<file path="src/design/cpmr_pkg.sv">
// shared constants, types and helpers of the cpu programming model registers
package cpmr_pkg;

  // ----------------------------------------------------------------
  // widths
  // ----------------------------------------------------------------
  localparam int DATA_W   = 8;
  localparam int PC_W     = 16;
  localparam int SP_W     = 6;
  localparam int MAP_BITS = 13;

  // ----------------------------------------------------------------
  // reset values and fixed patterns
  // ----------------------------------------------------------------
  localparam logic [9:0]      SP_PAGE  = 10'h003;
  localparam logic [SP_W-1:0] SP_TOP   = 6'h3F;
  localparam logic [PC_W-1:0] PC_RESET = 16'h0000;
  localparam logic [2:0]      CCR_ONES = 3'h7;

  // ----------------------------------------------------------------
  // condition flags byte layout
  // ----------------------------------------------------------------
  localparam int CCR_C = 0;
  localparam int CCR_Z = 1;
  localparam int CCR_N = 2;
  localparam int CCR_I = 3;
  localparam int CCR_H = 4;

  typedef enum logic [2:0] {
    IX_NONE  = 3'h1,
    IX_SHORT = 3'h2,
    IX_LONG  = 3'h4
  } cpmr_ix_mode_type;

  // full stack address from the stored pointer bits
  function automatic logic [PC_W-1:0] cpmr_sp_addr(input logic [SP_W-1:0] sp);
    return {SP_PAGE, sp};
  endfunction

endpackage

</file>
<file path="src/design/cpmr_core_if.sv">
// carrier between the register top and its stack and index helpers
`timescale 1ns/10ps
`default_nettype none
interface cpmr_core_if;
  import cpmr_pkg::*;
  logic                   sp_push;
  logic                   sp_pull;
  logic                   sp_reset;
  logic                   sp_load;
  logic [SP_W-1:0]        sp_data;
  logic [SP_W-1:0]        sp_val;
  logic                   ix_req;
  cpmr_ix_mode_type       ix_mode;
  logic [15:0]            ix_offset;
  logic [DATA_W-1:0]      ix_value;
  logic [15:0]            ea;
  logic                   ea_valid;

  modport top   (output sp_push, sp_pull, sp_reset, sp_load, sp_data,
                 output ix_req, ix_mode, ix_offset, ix_value,
                 input sp_val, ea, ea_valid);
  modport stack (input sp_push, sp_pull, sp_reset, sp_load, sp_data, output sp_val);
  modport index (input ix_req, ix_mode, ix_offset, ix_value, output ea, ea_valid);
endinterface
`default_nettype wire

</file>
<file path="src/design/cpmr_stack_ptr.sv">
// six-bit stack pointer with wrap inside the stack page
`timescale 1ns/10ps
`default_nettype none
module cpmr_stack_ptr
  import cpmr_pkg::*;
(
  // clock and reset
  input  wire logic clk_sys_in,
  input  wire logic rst_n_in,
  // link to the top
  cpmr_core_if.stack core
);
  typedef struct packed {
    logic [SP_W-1:0] sp;
  } cpmr_stack_state_type;

  cpmr_stack_state_type state_reg;
  cpmr_stack_state_type state_next;

  always_comb
  begin
    state_next = state_reg;
    if (core.sp_reset)
      state_next.sp = SP_TOP;
    else if (core.sp_load)
      state_next.sp = core.sp_data;
    else if (core.sp_push && !core.sp_pull)
      state_next.sp = state_reg.sp - 6'h01;
    else if (core.sp_pull && !core.sp_push)
      state_next.sp = state_reg.sp + 6'h01;
  end

  always_ff @(posedge clk_sys_in or negedge rst_n_in)
  begin
    if (!rst_n_in)
      state_reg <= '{sp: SP_TOP};
    else
      state_reg <= state_next;
  end

  // always the next free byte; overflow wraps silently
  assign core.sp_val = state_reg.sp;
endmodule // cpmr_stack_ptr
`default_nettype wire

</file>
<file path="src/design/cpmr_index_addr.sv">
// indexed operand address former, registered
`timescale 1ns/10ps
`default_nettype none
module cpmr_index_addr
  import cpmr_pkg::*;
(
  // clock and reset
  input  wire logic clk_sys_in,
  input  wire logic rst_n_in,
  // link to the top
  cpmr_core_if.index core
);
  typedef struct packed {
    logic [15:0] ea;
    logic        valid;
  } cpmr_index_state_type;

  cpmr_index_state_type state_reg;
  cpmr_index_state_type state_next;

  always_comb
  begin
    state_next       = state_reg;
    state_next.valid = core.ix_req;
    if (core.ix_req)
    begin
      case (core.ix_mode)
        IX_NONE:  state_next.ea = {8'h00, core.ix_value};
        IX_SHORT: state_next.ea = {8'h00, core.ix_value} + {8'h00, core.ix_offset[7:0]};
        IX_LONG:  state_next.ea = {8'h00, core.ix_value} + core.ix_offset;
        default:  state_next.ea = state_reg.ea;
      endcase
    end
  end

  always_ff @(posedge clk_sys_in or negedge rst_n_in)
  begin
    if (!rst_n_in)
      state_reg <= '{ea: 16'h0000, valid: 1'b0};
    else
      state_reg <= state_next;
  end

  assign core.ea       = state_reg.ea;
  assign core.ea_valid = state_reg.valid;
endmodule // cpmr_index_addr
`default_nettype wire

</file>
<file path="src/design/cpmr_regs.sv">
// cpu programming model: accumulator, index, stack pointer, program counter, flags
`timescale 1ns/10ps
`default_nettype none

// What this block does
// - stack pointer holds six bits; push below bottom wraps to top of page
// - accumulator is eight bits and keeps its contents through device reset
// - no-offset indexed address is index value with high byte zero
// - short-offset indexed address is index plus eight-bit immediate
// - long-offset indexed address is index plus sixteen-bit immediate
// - index register is also scratch storage and survives device reset
// - reset and stack-reset instruction put pointer at top stack location
// - stack pointer always names the next free stack byte
// - a lone push decrements the pointer, a lone pull increments it; push with pull holds it
// - stack address is fixed ten-bit page pattern above six pointer bits
// - calls take two bytes, interrupts five; overflow wraps silently
// - program counter is sixteen bits; lines above the 8K map ignored
// - program counter steps by one on every fetched byte
// - jumps, branches and interrupts load a new program counter value
// - flags byte holds four result flags and the interrupt mask
// - three unused upper bits of the flags byte read as one
// - device reset changes only the interrupt mask among the flags
// - reset sets the mask; only mask-clear or wait instructions or a flags byte load clear it
// - interrupt entry sets the mask after stacking, before vector fetch
module cpmr_regs
  import cpmr_pkg::*;
(
  // clock and reset
  input  wire logic              clk_sys_in,
  input  wire logic              rst_n_in,
  // accumulator
  input  wire logic              acc_load_in,
  input  wire logic [DATA_W-1:0] acc_data_in,
  output logic      [DATA_W-1:0] acc_out,
  // index register and address former
  input  wire logic              idx_load_in,
  input  wire logic [DATA_W-1:0] idx_data_in,
  output logic      [DATA_W-1:0] idx_out,
  input  wire logic              ix_req_in,
  input  wire logic [2:0]        ix_mode_in,
  input  wire logic [15:0]       ix_offset_in,
  output logic      [15:0]       ea_out,
  output logic                   ea_valid_out,
  // stack pointer
  input  wire logic              sp_push_in,
  input  wire logic              sp_pull_in,
  input  wire logic              stack_pointer_reset_instruction_in,
  input  wire logic              sp_load_in,
  input  wire logic [SP_W-1:0]   sp_data_in,
  output logic      [PC_W-1:0]   stack_pointer_out,
  // program counter
  input  wire logic              pc_incr_in,
  input  wire logic              pc_load_in,
  input  wire logic [PC_W-1:0]   pc_data_in,
  output logic      [PC_W-1:0]   program_counter_out,
  output logic      [MAP_BITS-1:0] fetch_addr_out,
  // condition flags
  input  wire logic [3:0]        flags_we_in,
  input  wire logic [3:0]        flags_data_in,
  input  wire logic              flags_byte_load_in,
  input  wire logic [DATA_W-1:0] flags_byte_in,
  input  wire logic              mask_clear_instruction_in,
  input  wire logic              wait_instruction_in,
  input  wire logic              int_stacked_in,
  output logic      [DATA_W-1:0] condition_flags_register_out
);

  // ----------------------------------------------------------------
  // state
  // ----------------------------------------------------------------
  // data registers carry no reset: device reset must leave them alone,
  // so they sit apart from the reset-affected control state
  typedef struct packed {
    logic [DATA_W-1:0] acc;
    logic [DATA_W-1:0] idx;
    logic              half;
    logic              neg;
    logic              zero;
    logic              carry;
  } cpmr_data_state_type;

  typedef struct packed {
    logic [PC_W-1:0] pc;
    logic            imask;
  } cpmr_ctrl_state_type;

  cpmr_data_state_type data_reg;
  cpmr_data_state_type data_next;
  cpmr_ctrl_state_type ctrl_reg;
  cpmr_ctrl_state_type ctrl_next;

  cpmr_core_if core ();

  // ----------------------------------------------------------------
  // helpers
  // ----------------------------------------------------------------
  cpmr_stack_ptr u_stack (
    .clk_sys_in (clk_sys_in),
    .rst_n_in   (rst_n_in),
    .core       (core.stack)
  );

  cpmr_index_addr u_index (
    .clk_sys_in (clk_sys_in),
    .rst_n_in   (rst_n_in),
    .core       (core.index)
  );

  assign core.sp_push   = sp_push_in;
  assign core.sp_pull   = sp_pull_in;
  assign core.sp_reset  = stack_pointer_reset_instruction_in;
  assign core.sp_load   = sp_load_in;
  assign core.sp_data   = sp_data_in;
  assign core.ix_req    = ix_req_in;
  assign core.ix_mode   = cpmr_ix_mode_type'(ix_mode_in);
  assign core.ix_offset = ix_offset_in;
  // index address always formed from the value already held
  assign core.ix_value  = data_reg.idx;

  // ----------------------------------------------------------------
  // data registers
  // ----------------------------------------------------------------
  always_comb
  begin
    data_next = data_reg;
    if (acc_load_in)
      data_next.acc = acc_data_in;
    if (idx_load_in)
      data_next.idx = idx_data_in;
    if (flags_byte_load_in)
    begin
      data_next.half  = flags_byte_in[CCR_H];
      data_next.neg   = flags_byte_in[CCR_N];
      data_next.zero  = flags_byte_in[CCR_Z];
      data_next.carry = flags_byte_in[CCR_C];
    end
    else
    begin
      if (flags_we_in[3])
        data_next.half  = flags_data_in[3];
      if (flags_we_in[2])
        data_next.neg   = flags_data_in[2];
      if (flags_we_in[1])
        data_next.zero  = flags_data_in[1];
      if (flags_we_in[0])
        data_next.carry = flags_data_in[0];
    end
    // hold everything while reset is low, whatever the strobes do
    if (!rst_n_in)
      data_next = data_reg;
  end

  always_ff @(posedge clk_sys_in)
  begin
    data_reg <= data_next;
  end

  // ----------------------------------------------------------------
  // program counter and interrupt mask
  // ----------------------------------------------------------------
  always_comb
  begin
    ctrl_next = ctrl_reg;
    if (pc_load_in)
      ctrl_next.pc = pc_data_in;
    else if (pc_incr_in)
      ctrl_next.pc = ctrl_reg.pc + 16'h0001;
    // interrupt entry wins over any clear in the same cycle
    if (int_stacked_in)
      ctrl_next.imask = 1'b1;
    else if (flags_byte_load_in)
      ctrl_next.imask = flags_byte_in[CCR_I];
    else if (mask_clear_instruction_in || wait_instruction_in)
      ctrl_next.imask = 1'b0;
  end

  always_ff @(posedge clk_sys_in or negedge rst_n_in)
  begin
    if (!rst_n_in)
      ctrl_reg <= '{pc: PC_RESET, imask: 1'b1};
    else
      ctrl_reg <= ctrl_next;
  end

  // ----------------------------------------------------------------
  // outputs
  // ----------------------------------------------------------------
  assign acc_out             = data_reg.acc;
  assign idx_out             = data_reg.idx;
  assign ea_out              = core.ea;
  assign ea_valid_out        = core.ea_valid;
  assign stack_pointer_out   = cpmr_sp_addr(core.sp_val);
  assign program_counter_out = ctrl_reg.pc;
  // upper lines beyond the memory map are simply not brought out
  assign fetch_addr_out      = ctrl_reg.pc[MAP_BITS-1:0];
  assign condition_flags_register_out = {CCR_ONES, data_reg.half, ctrl_reg.imask,
                                         data_reg.neg, data_reg.zero,
                                         data_reg.carry};

  logic sp_step_only;
  assign sp_step_only = !stack_pointer_reset_instruction_in && !sp_load_in;
endmodule // cpmr_regs
`default_nettype wire

</file>
<file path="config.mk">
export PLATFORM = sky130hd
export DESIGN_NAME = cpmr_regs
export DESIGN_NICKNAME = d
export VERILOG_FILES = /design/src/design/cpmr_pkg.sv /design/src/design/cpmr_core_if.sv /design/src/design/cpmr_stack_ptr.sv /design/src/design/cpmr_index_addr.sv /design/src/design/cpmr_regs.sv
export SDC_FILE = /design/constraint.sdc
export NUM_CORES = 1
export LEC_CHECK = 0
export BUFFER_PORTS_ARGS = -buffer_cell sky130_fd_sc_hd__buf_4
export CELL_PAD_IN_SITES_DETAIL_PLACEMENT = 2
export CELL_PAD_IN_SITES_GLOBAL_PLACEMENT = 2
export CORE_UTILIZATION = 30
export DETAILED_ROUTE_END_ITERATION = 10
export HOLD_SLACK_MARGIN = 0.08
export PLACE_DENSITY_LB_ADDON = 0.2
export SLEW_MARGIN = 25
export SYNTH_ARGS = -nofsm -noshare
export SYNTH_HDL_FRONTEND = slang
export SYNTH_HIERARCHICAL = 1
export SYNTH_SLANG_ARGS = --single-unit
</file>
<file path="constraint.sdc">
create_clock -name clk_sys_in -period 5.75 [get_ports clk_sys_in]
set_input_delay 0.575 -clock clk_sys_in [delete_from_list [all_inputs] [get_ports clk_sys_in]]
set_output_delay 0.575 -clock clk_sys_in [all_outputs]
set_load 0.02 [all_outputs]
</file>
==> flow_metrics.tcl, run 1 <==
set metrics [dict create \
    vias_per_cell 4.97 \
    crit_fanout 14 \
    gp_congestion 0.760 \
    synthTopCellsByArea "dfrtp_1 21%, edfxtp_1 16%, buf_4 5.3%" \
    clkLatencyLatePin_ps 340 \
    drt-pass1-iter-count 4 \
    cts-root-buf "clkbuf_16" \
    htree_levels 3 \
    combinationalPowerShare_pct 27.9 \
    layout_commonest_cell "buf_4" \
    antenna_left 0 \
    avgSynthCellArea_sq_um 9.88 \
    p_leak_nw 2.34 \
    skew_ps 9.44 \
    pwr-share-seq_pct 37.1 \
    io_pins 174 \
    synthSimpleGateAreaFrac_pct 21.4 \
    synth_edf_count 20 \
    postCtsResizedCells 0 \
    antenna_found_initial 0 \
    fillCellCount 1394 \
    holdBufCountCts 0 \
    postCtsSetupRepairBufs 0 \
    cp.arrival_ps 2440 \
    endpoint_kind "flop" \
    slowest_delay_ps 530 \
    status "completed" \
    ir_drop_mv 0.131 \
    final_util_pct 42.0 \
    min_path_type "in2async" \
    grt_pass1_vias 3762 \
    io_buffers 157 \
    critPathRequiredTime_ps 5940 \
    slowest_stage "nor2_2" \
    synth_compound_area_share_pct 14.9 \
    core_area_sq_um 12600 \
    tightestPinTransition_ps 830 \
    vias 3492 \
    dieWidth_um 115 \
    rows 41 \
    async_flop_share_pct 66.7 \
    grt_overflow 0 \
    setup_viol 0 \
    cts_tree "done" \
    drive_gt1_share_pct 38.0 \
    num_antenna_cells 0 \
    intPower_mw 1.01 \
    critical_path_class "in2reg" \
    synth.mux.area_fraction_pct 4.09 \
    synth.distinct_cells 74 \
    nets 627 \
    switching_share_pct 31.9 \
    fin_crit_ps 2250 \
    die_y_um 115 \
    grt_max_degree 47 \
    routedWlPerCell_um 17.5 \
    first_iter_violations 117 \
    clk_pin_slew_worst_paths_ps 50 \
    synth_top_family_by_area "simple AND/OR/NAND/NOR gates" \
    track_usage_pct 19.1 \
    dieArea_sq_um 13300 \
    finalMaxSlewViolations 0 \
    grt_pass1_wl_um 19100 \
    mostFrequentLayoutCells "158 x buf_4, 40 x nand2_1, 33 x dfrtp_1, 29 x o21ai_0, 20 x edfxtp_1" \
    crit_chain "buf_4 -> xnor2_1 -> nor2_2 -> o21ai_1 -> a2111oi_2 -> o311ai_1" \
    drc 0 \
    cts_buffer_depth 2 \
    drv_cap 0 \
    pwr-share-clk_pct 34.9 \
    hpwl_um 9360 \
    yosysTopAreaCell "dfrtp_1" \
    netlist.area_leader.share_pct 21.4 \
    netlist_area_sq_um 3850 \
    synthCells 390 \
    drt_wl_total_um 12300 \
    post-route-period-util_pct 39.0 \
    maxSlewHeadroom_pct 44.3 \
    start_util_pct 30.7 \
    synth-seq-cells 60 \
    switching_power_mw 0.475 \
    syn2layout_area_growth_pct 37.0 \
    cts.sinks 60 \
    p_per_area_nw_per_um2 282 \
    max_freq_ghz 0.445 \
    setup_tns_ps 0 \
    synth_xor_xnor_area_share_pct 5.00 \
    yosys.area_share.adder_pct 4.42 \
    hold_viol_final 0 \
    cp-start-kind "input pin" \
    seq_area_frac_synth_pct 41.8 \
    total_power_mw 1.49 \
    yosys_warnings 6 \
    dominantRegCellSynth "dfrtp_1" \
    numCtsBuffers 9 \
    rsz0062_at_grt "false" \
]
-- registers in the layout, summed over array words and instances (netlist names) --
| signal | flops |
|---|---|
| u_index/core.ea_valid | 1 |
| u_stack/core.sp_val | 6 |
| condition_flags_register_out | 5 |
| program_counter_out | 16 |
| idx_out | 8 |
| acc_out | 8 |
| u_index/core.ea | 16 |
-- cell families (layout without fill, tap and decap cells) --
family	Yosys count	in the layout
XOR/XNOR	22	22
adder cells (fa/ha/maj)	13	13
multiplexers	15	15
flip-flops	60	60
AND/OR/NAND/NOR	143	143
other	2	13
buffers and inverters	49	179
AO/OA/AOI/OAI	86	86
-- cell usage after synthesis (all sizes together) (2+ instances only) --
| library cell | n |
|---|---|
| and2 | 4 |
| nand2b | 6 |
| or4 | 3 |
| clkbuf | 6 |
| or2 | 2 |
| a211o | 5 |
| nand2 | 41 |
| o311ai | 2 |
| inv | 5 |
| and4bb | 2 |
| mux2 | 6 |
| conb | 2 |
| nor2 | 13 |
| o21ai | 33 |
| o21a | 5 |
| nor3b | 3 |
| buf | 38 |
| nor2b | 5 |
| ha | 12 |
| xnor2 | 13 |
| and3 | 6 |
| dfstp | 7 |
| nand3b | 2 |
| dfrtp | 33 |
| xor2 | 9 |
| nand4 | 13 |
| a2bb2oi | 2 |
| edfxtp | 20 |
| a21oi | 16 |
| mux2i | 9 |
| a31oi | 3 |
| or4b | 2 |
| o2111ai | 3 |
| nor4 | 7 |
| nand3 | 13 |
| or3 | 3 |
| nor3 | 12 |
| a21o | 7 |
-- layout make-up --
type	count	area (sq um)	share of cell area, %
inverters	5	18.8	0.355
flip-flops and latches	60	1610	30.5
clock buffers	14	274	5.19
well taps	172	215	4.07
multi-input cells	292	1970	37.2
repair buffers	158	1190	22.5
clock inverters	2	10.0	0.190
-- path summary, 6_finish.rpt --
check / end / startpoint / slack (ps) / cells past startpoint
min in group clk_sys_in: acc_out[3]$_DFFE_PP_ / acc_data_in[3] / 410 / 1
max reg2reg: u_index/core.ea[8]$_DFFE_PN0P_ / idx_out[0]$_DFFE_PP_ / 3530 / 7
max in group asynchronous: u_index/core.ea[13]$_DFFE_PN0P_ / rst_n_in / 5030 / 1
max: u_index/core.ea[14]$_DFFE_PN0P_ / ix_mode_in[2] / 3500 / 6
min: u_index/core.ea[7]$_DFFE_PN0P_ / rst_n_in / 270 / 1
min reg2reg: u_index/core.ea[10]$_DFFE_PN0P_ / u_index/core.ea[10]$_DFFE_PN0P_ / 490 / 1
-- metrics by stage --
stage	setup slack (ps)	hold WS [ps]	cell area (sq um)	cells
3_5_place_dp	3150	481	5000	687
2_1_floorplan	3600	279	3890	401
4_1_cts	3490	301	5280	703
6_report	3500	269	5280	703
5_1_grt	3310	316	5280	703
3_3_place_gp	3230	466	5000	687
-- power by group through the flow --
stage	sequential [mW]	clock, mW	combinational [mW]
after floorplan	0.610	0	0.190
after global placement	0.559	0	0.405
after detailed placement	0.561	0	0.419
after CTS	0.555	0.539	0.422
after global routing	0.561	0.557	0.451
final	0.553	0.520	0.416
-- worst max-delay path, delay by kind of cell --
| kind | cells | cell delay (ps) |
|---|---|---|
| XOR/XNOR | 1 | 130 |
| AND/OR/NAND/NOR | 1 | 530 |
| buffers and inverters | 1 | 130 |
| AO/OA/AOI/OAI | 3 | 1070 |
-- layer usage --
metal / up-vias / track usage (%) / part of all wire [%]
li1: 1674 / - / -
met1: 1708 / 21.7 / 41
met2: 97 / 33.8 / 51
met3: 13 / 4.96 / 6.2
met4: 0 / 7.97 / 1.6
met5: - / 0 / 0
No activity file was read; power rests on OpenSTA's default activity.
==> run 2: changes to the inputs <==
--- a/config.mk
+++ b/config.mk
@@ -8,7 +8,7 @@
 export BUFFER_PORTS_ARGS = -buffer_cell sky130_fd_sc_hd__buf_4
 export CELL_PAD_IN_SITES_DETAIL_PLACEMENT = 2
 export CELL_PAD_IN_SITES_GLOBAL_PLACEMENT = 2
-export CORE_UTILIZATION = 30
+export CORE_UTILIZATION = 25
 export DETAILED_ROUTE_END_ITERATION = 10
 export HOLD_SLACK_MARGIN = 0.08
 export PLACE_DENSITY_LB_ADDON = 0.2
==> constraint.sdc (replaced) <==
create_clock -name clk_sys_in -period 2 [get_ports clk_sys_in]
set_input_delay 0.2 -clock clk_sys_in [delete_from_list [all_inputs] [get_ports clk_sys_in]]
set_output_delay 0.2 -clock clk_sys_in [all_outputs]
set_load 0.02 [all_outputs]
==> flow_metrics.tcl, run 2 (synthesis gave the netlist of run 1 again) <==
set metrics [dict create \
    drt_wl_total_um 13300 \
    drt-pass1-iter-count 4 \
    r2r_start "idx_out[0]$_DFFE_PP_" \
    p_per_area_nw_per_um2 750 \
    hold_viol_final 0 \
    hpwl_um 9840 \
    min-delay-start "int_stacked_in" \
    fillCellCount 1670 \
    htree_levels 3 \
    grt_overflow 0 \
    cp-start-kind "flop" \
    clkLatencyLatePin_ps 340 \
    vias 3729 \
    drc 0 \
    switching_share_pct 32.5 \
    pwr-share-clk_pct 32.8 \
    nets 677 \
    finalMaxSlewViolations 0 \
    fin_crit_ps 1930 \
    layout_commonest_cell "buf_4" \
    endpoint_kind "flop" \
    critPathRequiredTime_ps 2220 \
    cts_buffer_depth 2 \
    antenna_found_initial 0 \
    status "completed" \
    die_y_um 126 \
    cts.sinks 60 \
    drv_cap 0 \
    cp_top_family "compound AO/OA/AOI/OAI gates" \
    cp.arrival_ps 2150 \
    r2r_slack_ps 70 \
    grt_pass1_wl_um 21200 \
    critical_path_class "reg2reg" \
    clk_pin_slew_worst_paths_ps 60 \
    drive_gt1_share_pct 40.2 \
    io_pins 174 \
    routedWlPerCell_um 17.3 \
    start_util_pct 25.4 \
    io_buffers 157 \
    grt_pass1_vias 4020 \
    first_iter_violations 101 \
    num_antenna_cells 0 \
    crit_chain "ha_2 -> fa_2 -> a21o_1 -> nand4_1 -> and2_4 -> o21ai_1 -> a221o_1" \
    total_power_mw 4.34 \
    cts-root-buf "clkbuf_16" \
    track_usage_pct 17.2 \
    dieWidth_um 126 \
    vias_per_cell 4.86 \
    p_leak_nw 2.55 \
    rows 45 \
    dieArea_sq_um 15900 \
    crit_fanout 2 \
    pwr-share-seq_pct 36.7 \
    combinationalPowerShare_pct 30.6 \
    slowest_delay_ps 390 \
    mostFrequentLayoutCells "180 x buf_4, 39 x nand2_1, 33 x dfrtp_1, 28 x dlygate4sd3_1, 27 x o21ai_0" \
    intPower_mw 2.93 \
    antenna_left 0 \
    slowest_stage "edfxtp_1" \
    syn2layout_area_growth_pct 50.3 \
    numCtsBuffers 9 \
    skew_ps 6.14 \
    post-route-period-util_pct 96.5 \
    path_buf_inv 0 \
    core_area_sq_um 15100 \
    cts_tree "done" \
    min_path_type "in2reg" \
    max_freq_ghz 0.518 \
    whs_ps 88.1 \
    gp_congestion 0.751 \
    ir_drop_mv 0.316 \
    setup_viol 0 \
    worstSetupStartpoint "idx_out[0]$_DFFE_PP_" \
    switching_power_mw 1.41 \
    grt_max_degree 30 \
]
[run 2: final timing paths]
path	endpoint	depth (start not counted)
setup / recovery	u_index/core.ea[8]$_DFFE_PN0P_	7
hold / removal	condition_flags_register_out[3]$_DFFE_PN1P_	3
setup reg to reg	u_index/core.ea[8]$_DFFE_PN0P_	7
hold reg to reg	condition_flags_register_out[3]$_DFFE_PN1P_	2
max in group asynchronous	u_stack/core.sp_val[0]$_DFFE_PN1P_	3
min in group asynchronous	u_index/core.ea[2]$_DFFE_PN0P_	3
[run 2: tightest hold or removal path, delay by kind of cell]
kind	cells	cell delay, ps
compound gates	2	110
buf+inv	1	80
[run 2: timing repair]
item	in CTS	in global routing
pin swaps	1	6
buffers inserted	1	3
endpoints found under the hold margin	60	0
setup endpoints to repair	4	9
resized for setup	3	8
hold buffers	28	0
[run 2: stage by stage]
stage	setup TNS, ps	cell area [sq um]	std cells	util, %	worst slack [ps]
after floorplan	-18.9	3910	401	-	-11.4
after global placement	0	5170	721	34.1	8.76
after detailed placement	-49.9	5170	721	34.1	-25.3
after CTS	0	5730	765	37.8	5.46
after global routing	-1.23	5790	768	38.2	-1.23
final	0	5790	768	38.2	70.3
[run 2: layout make-up]
class	instances	area, sq um	area share, %
multi-input combinational	292	2030	35.1
timing repair buffer	208	1630	28.2
sequential	60	1610	27.8
clock buffer	12	246	4.26
tap	188	235	4.06
inverter	5	18.8	0.324
clock inverter	3	15.0	0.259
[run 2: per-layer routing]
layer / GRT usage [%] / up-vias / wire length, um
li1: - / 1766 / -
met2: 29.3 / 99 / 6490
met4: 6.80 / 0 / 258
met5: 0 / - / 0
met1: 21.4 / 1845 / 5970
met3: 3.06 / 19 / 541
[run 2: power groups by stage]
stage / logic, mW / clock network [mW] / registers [mW]
floorplan: 0.553 / 0 / 1.75
global placement: 1.23 / 0 / 1.60
detailed placement: 1.27 / 0 / 1.61
CTS: 1.32 / 1.48 / 1.60
global route: 1.43 / 1.54 / 1.62
finish: 1.33 / 1.42 / 1.59
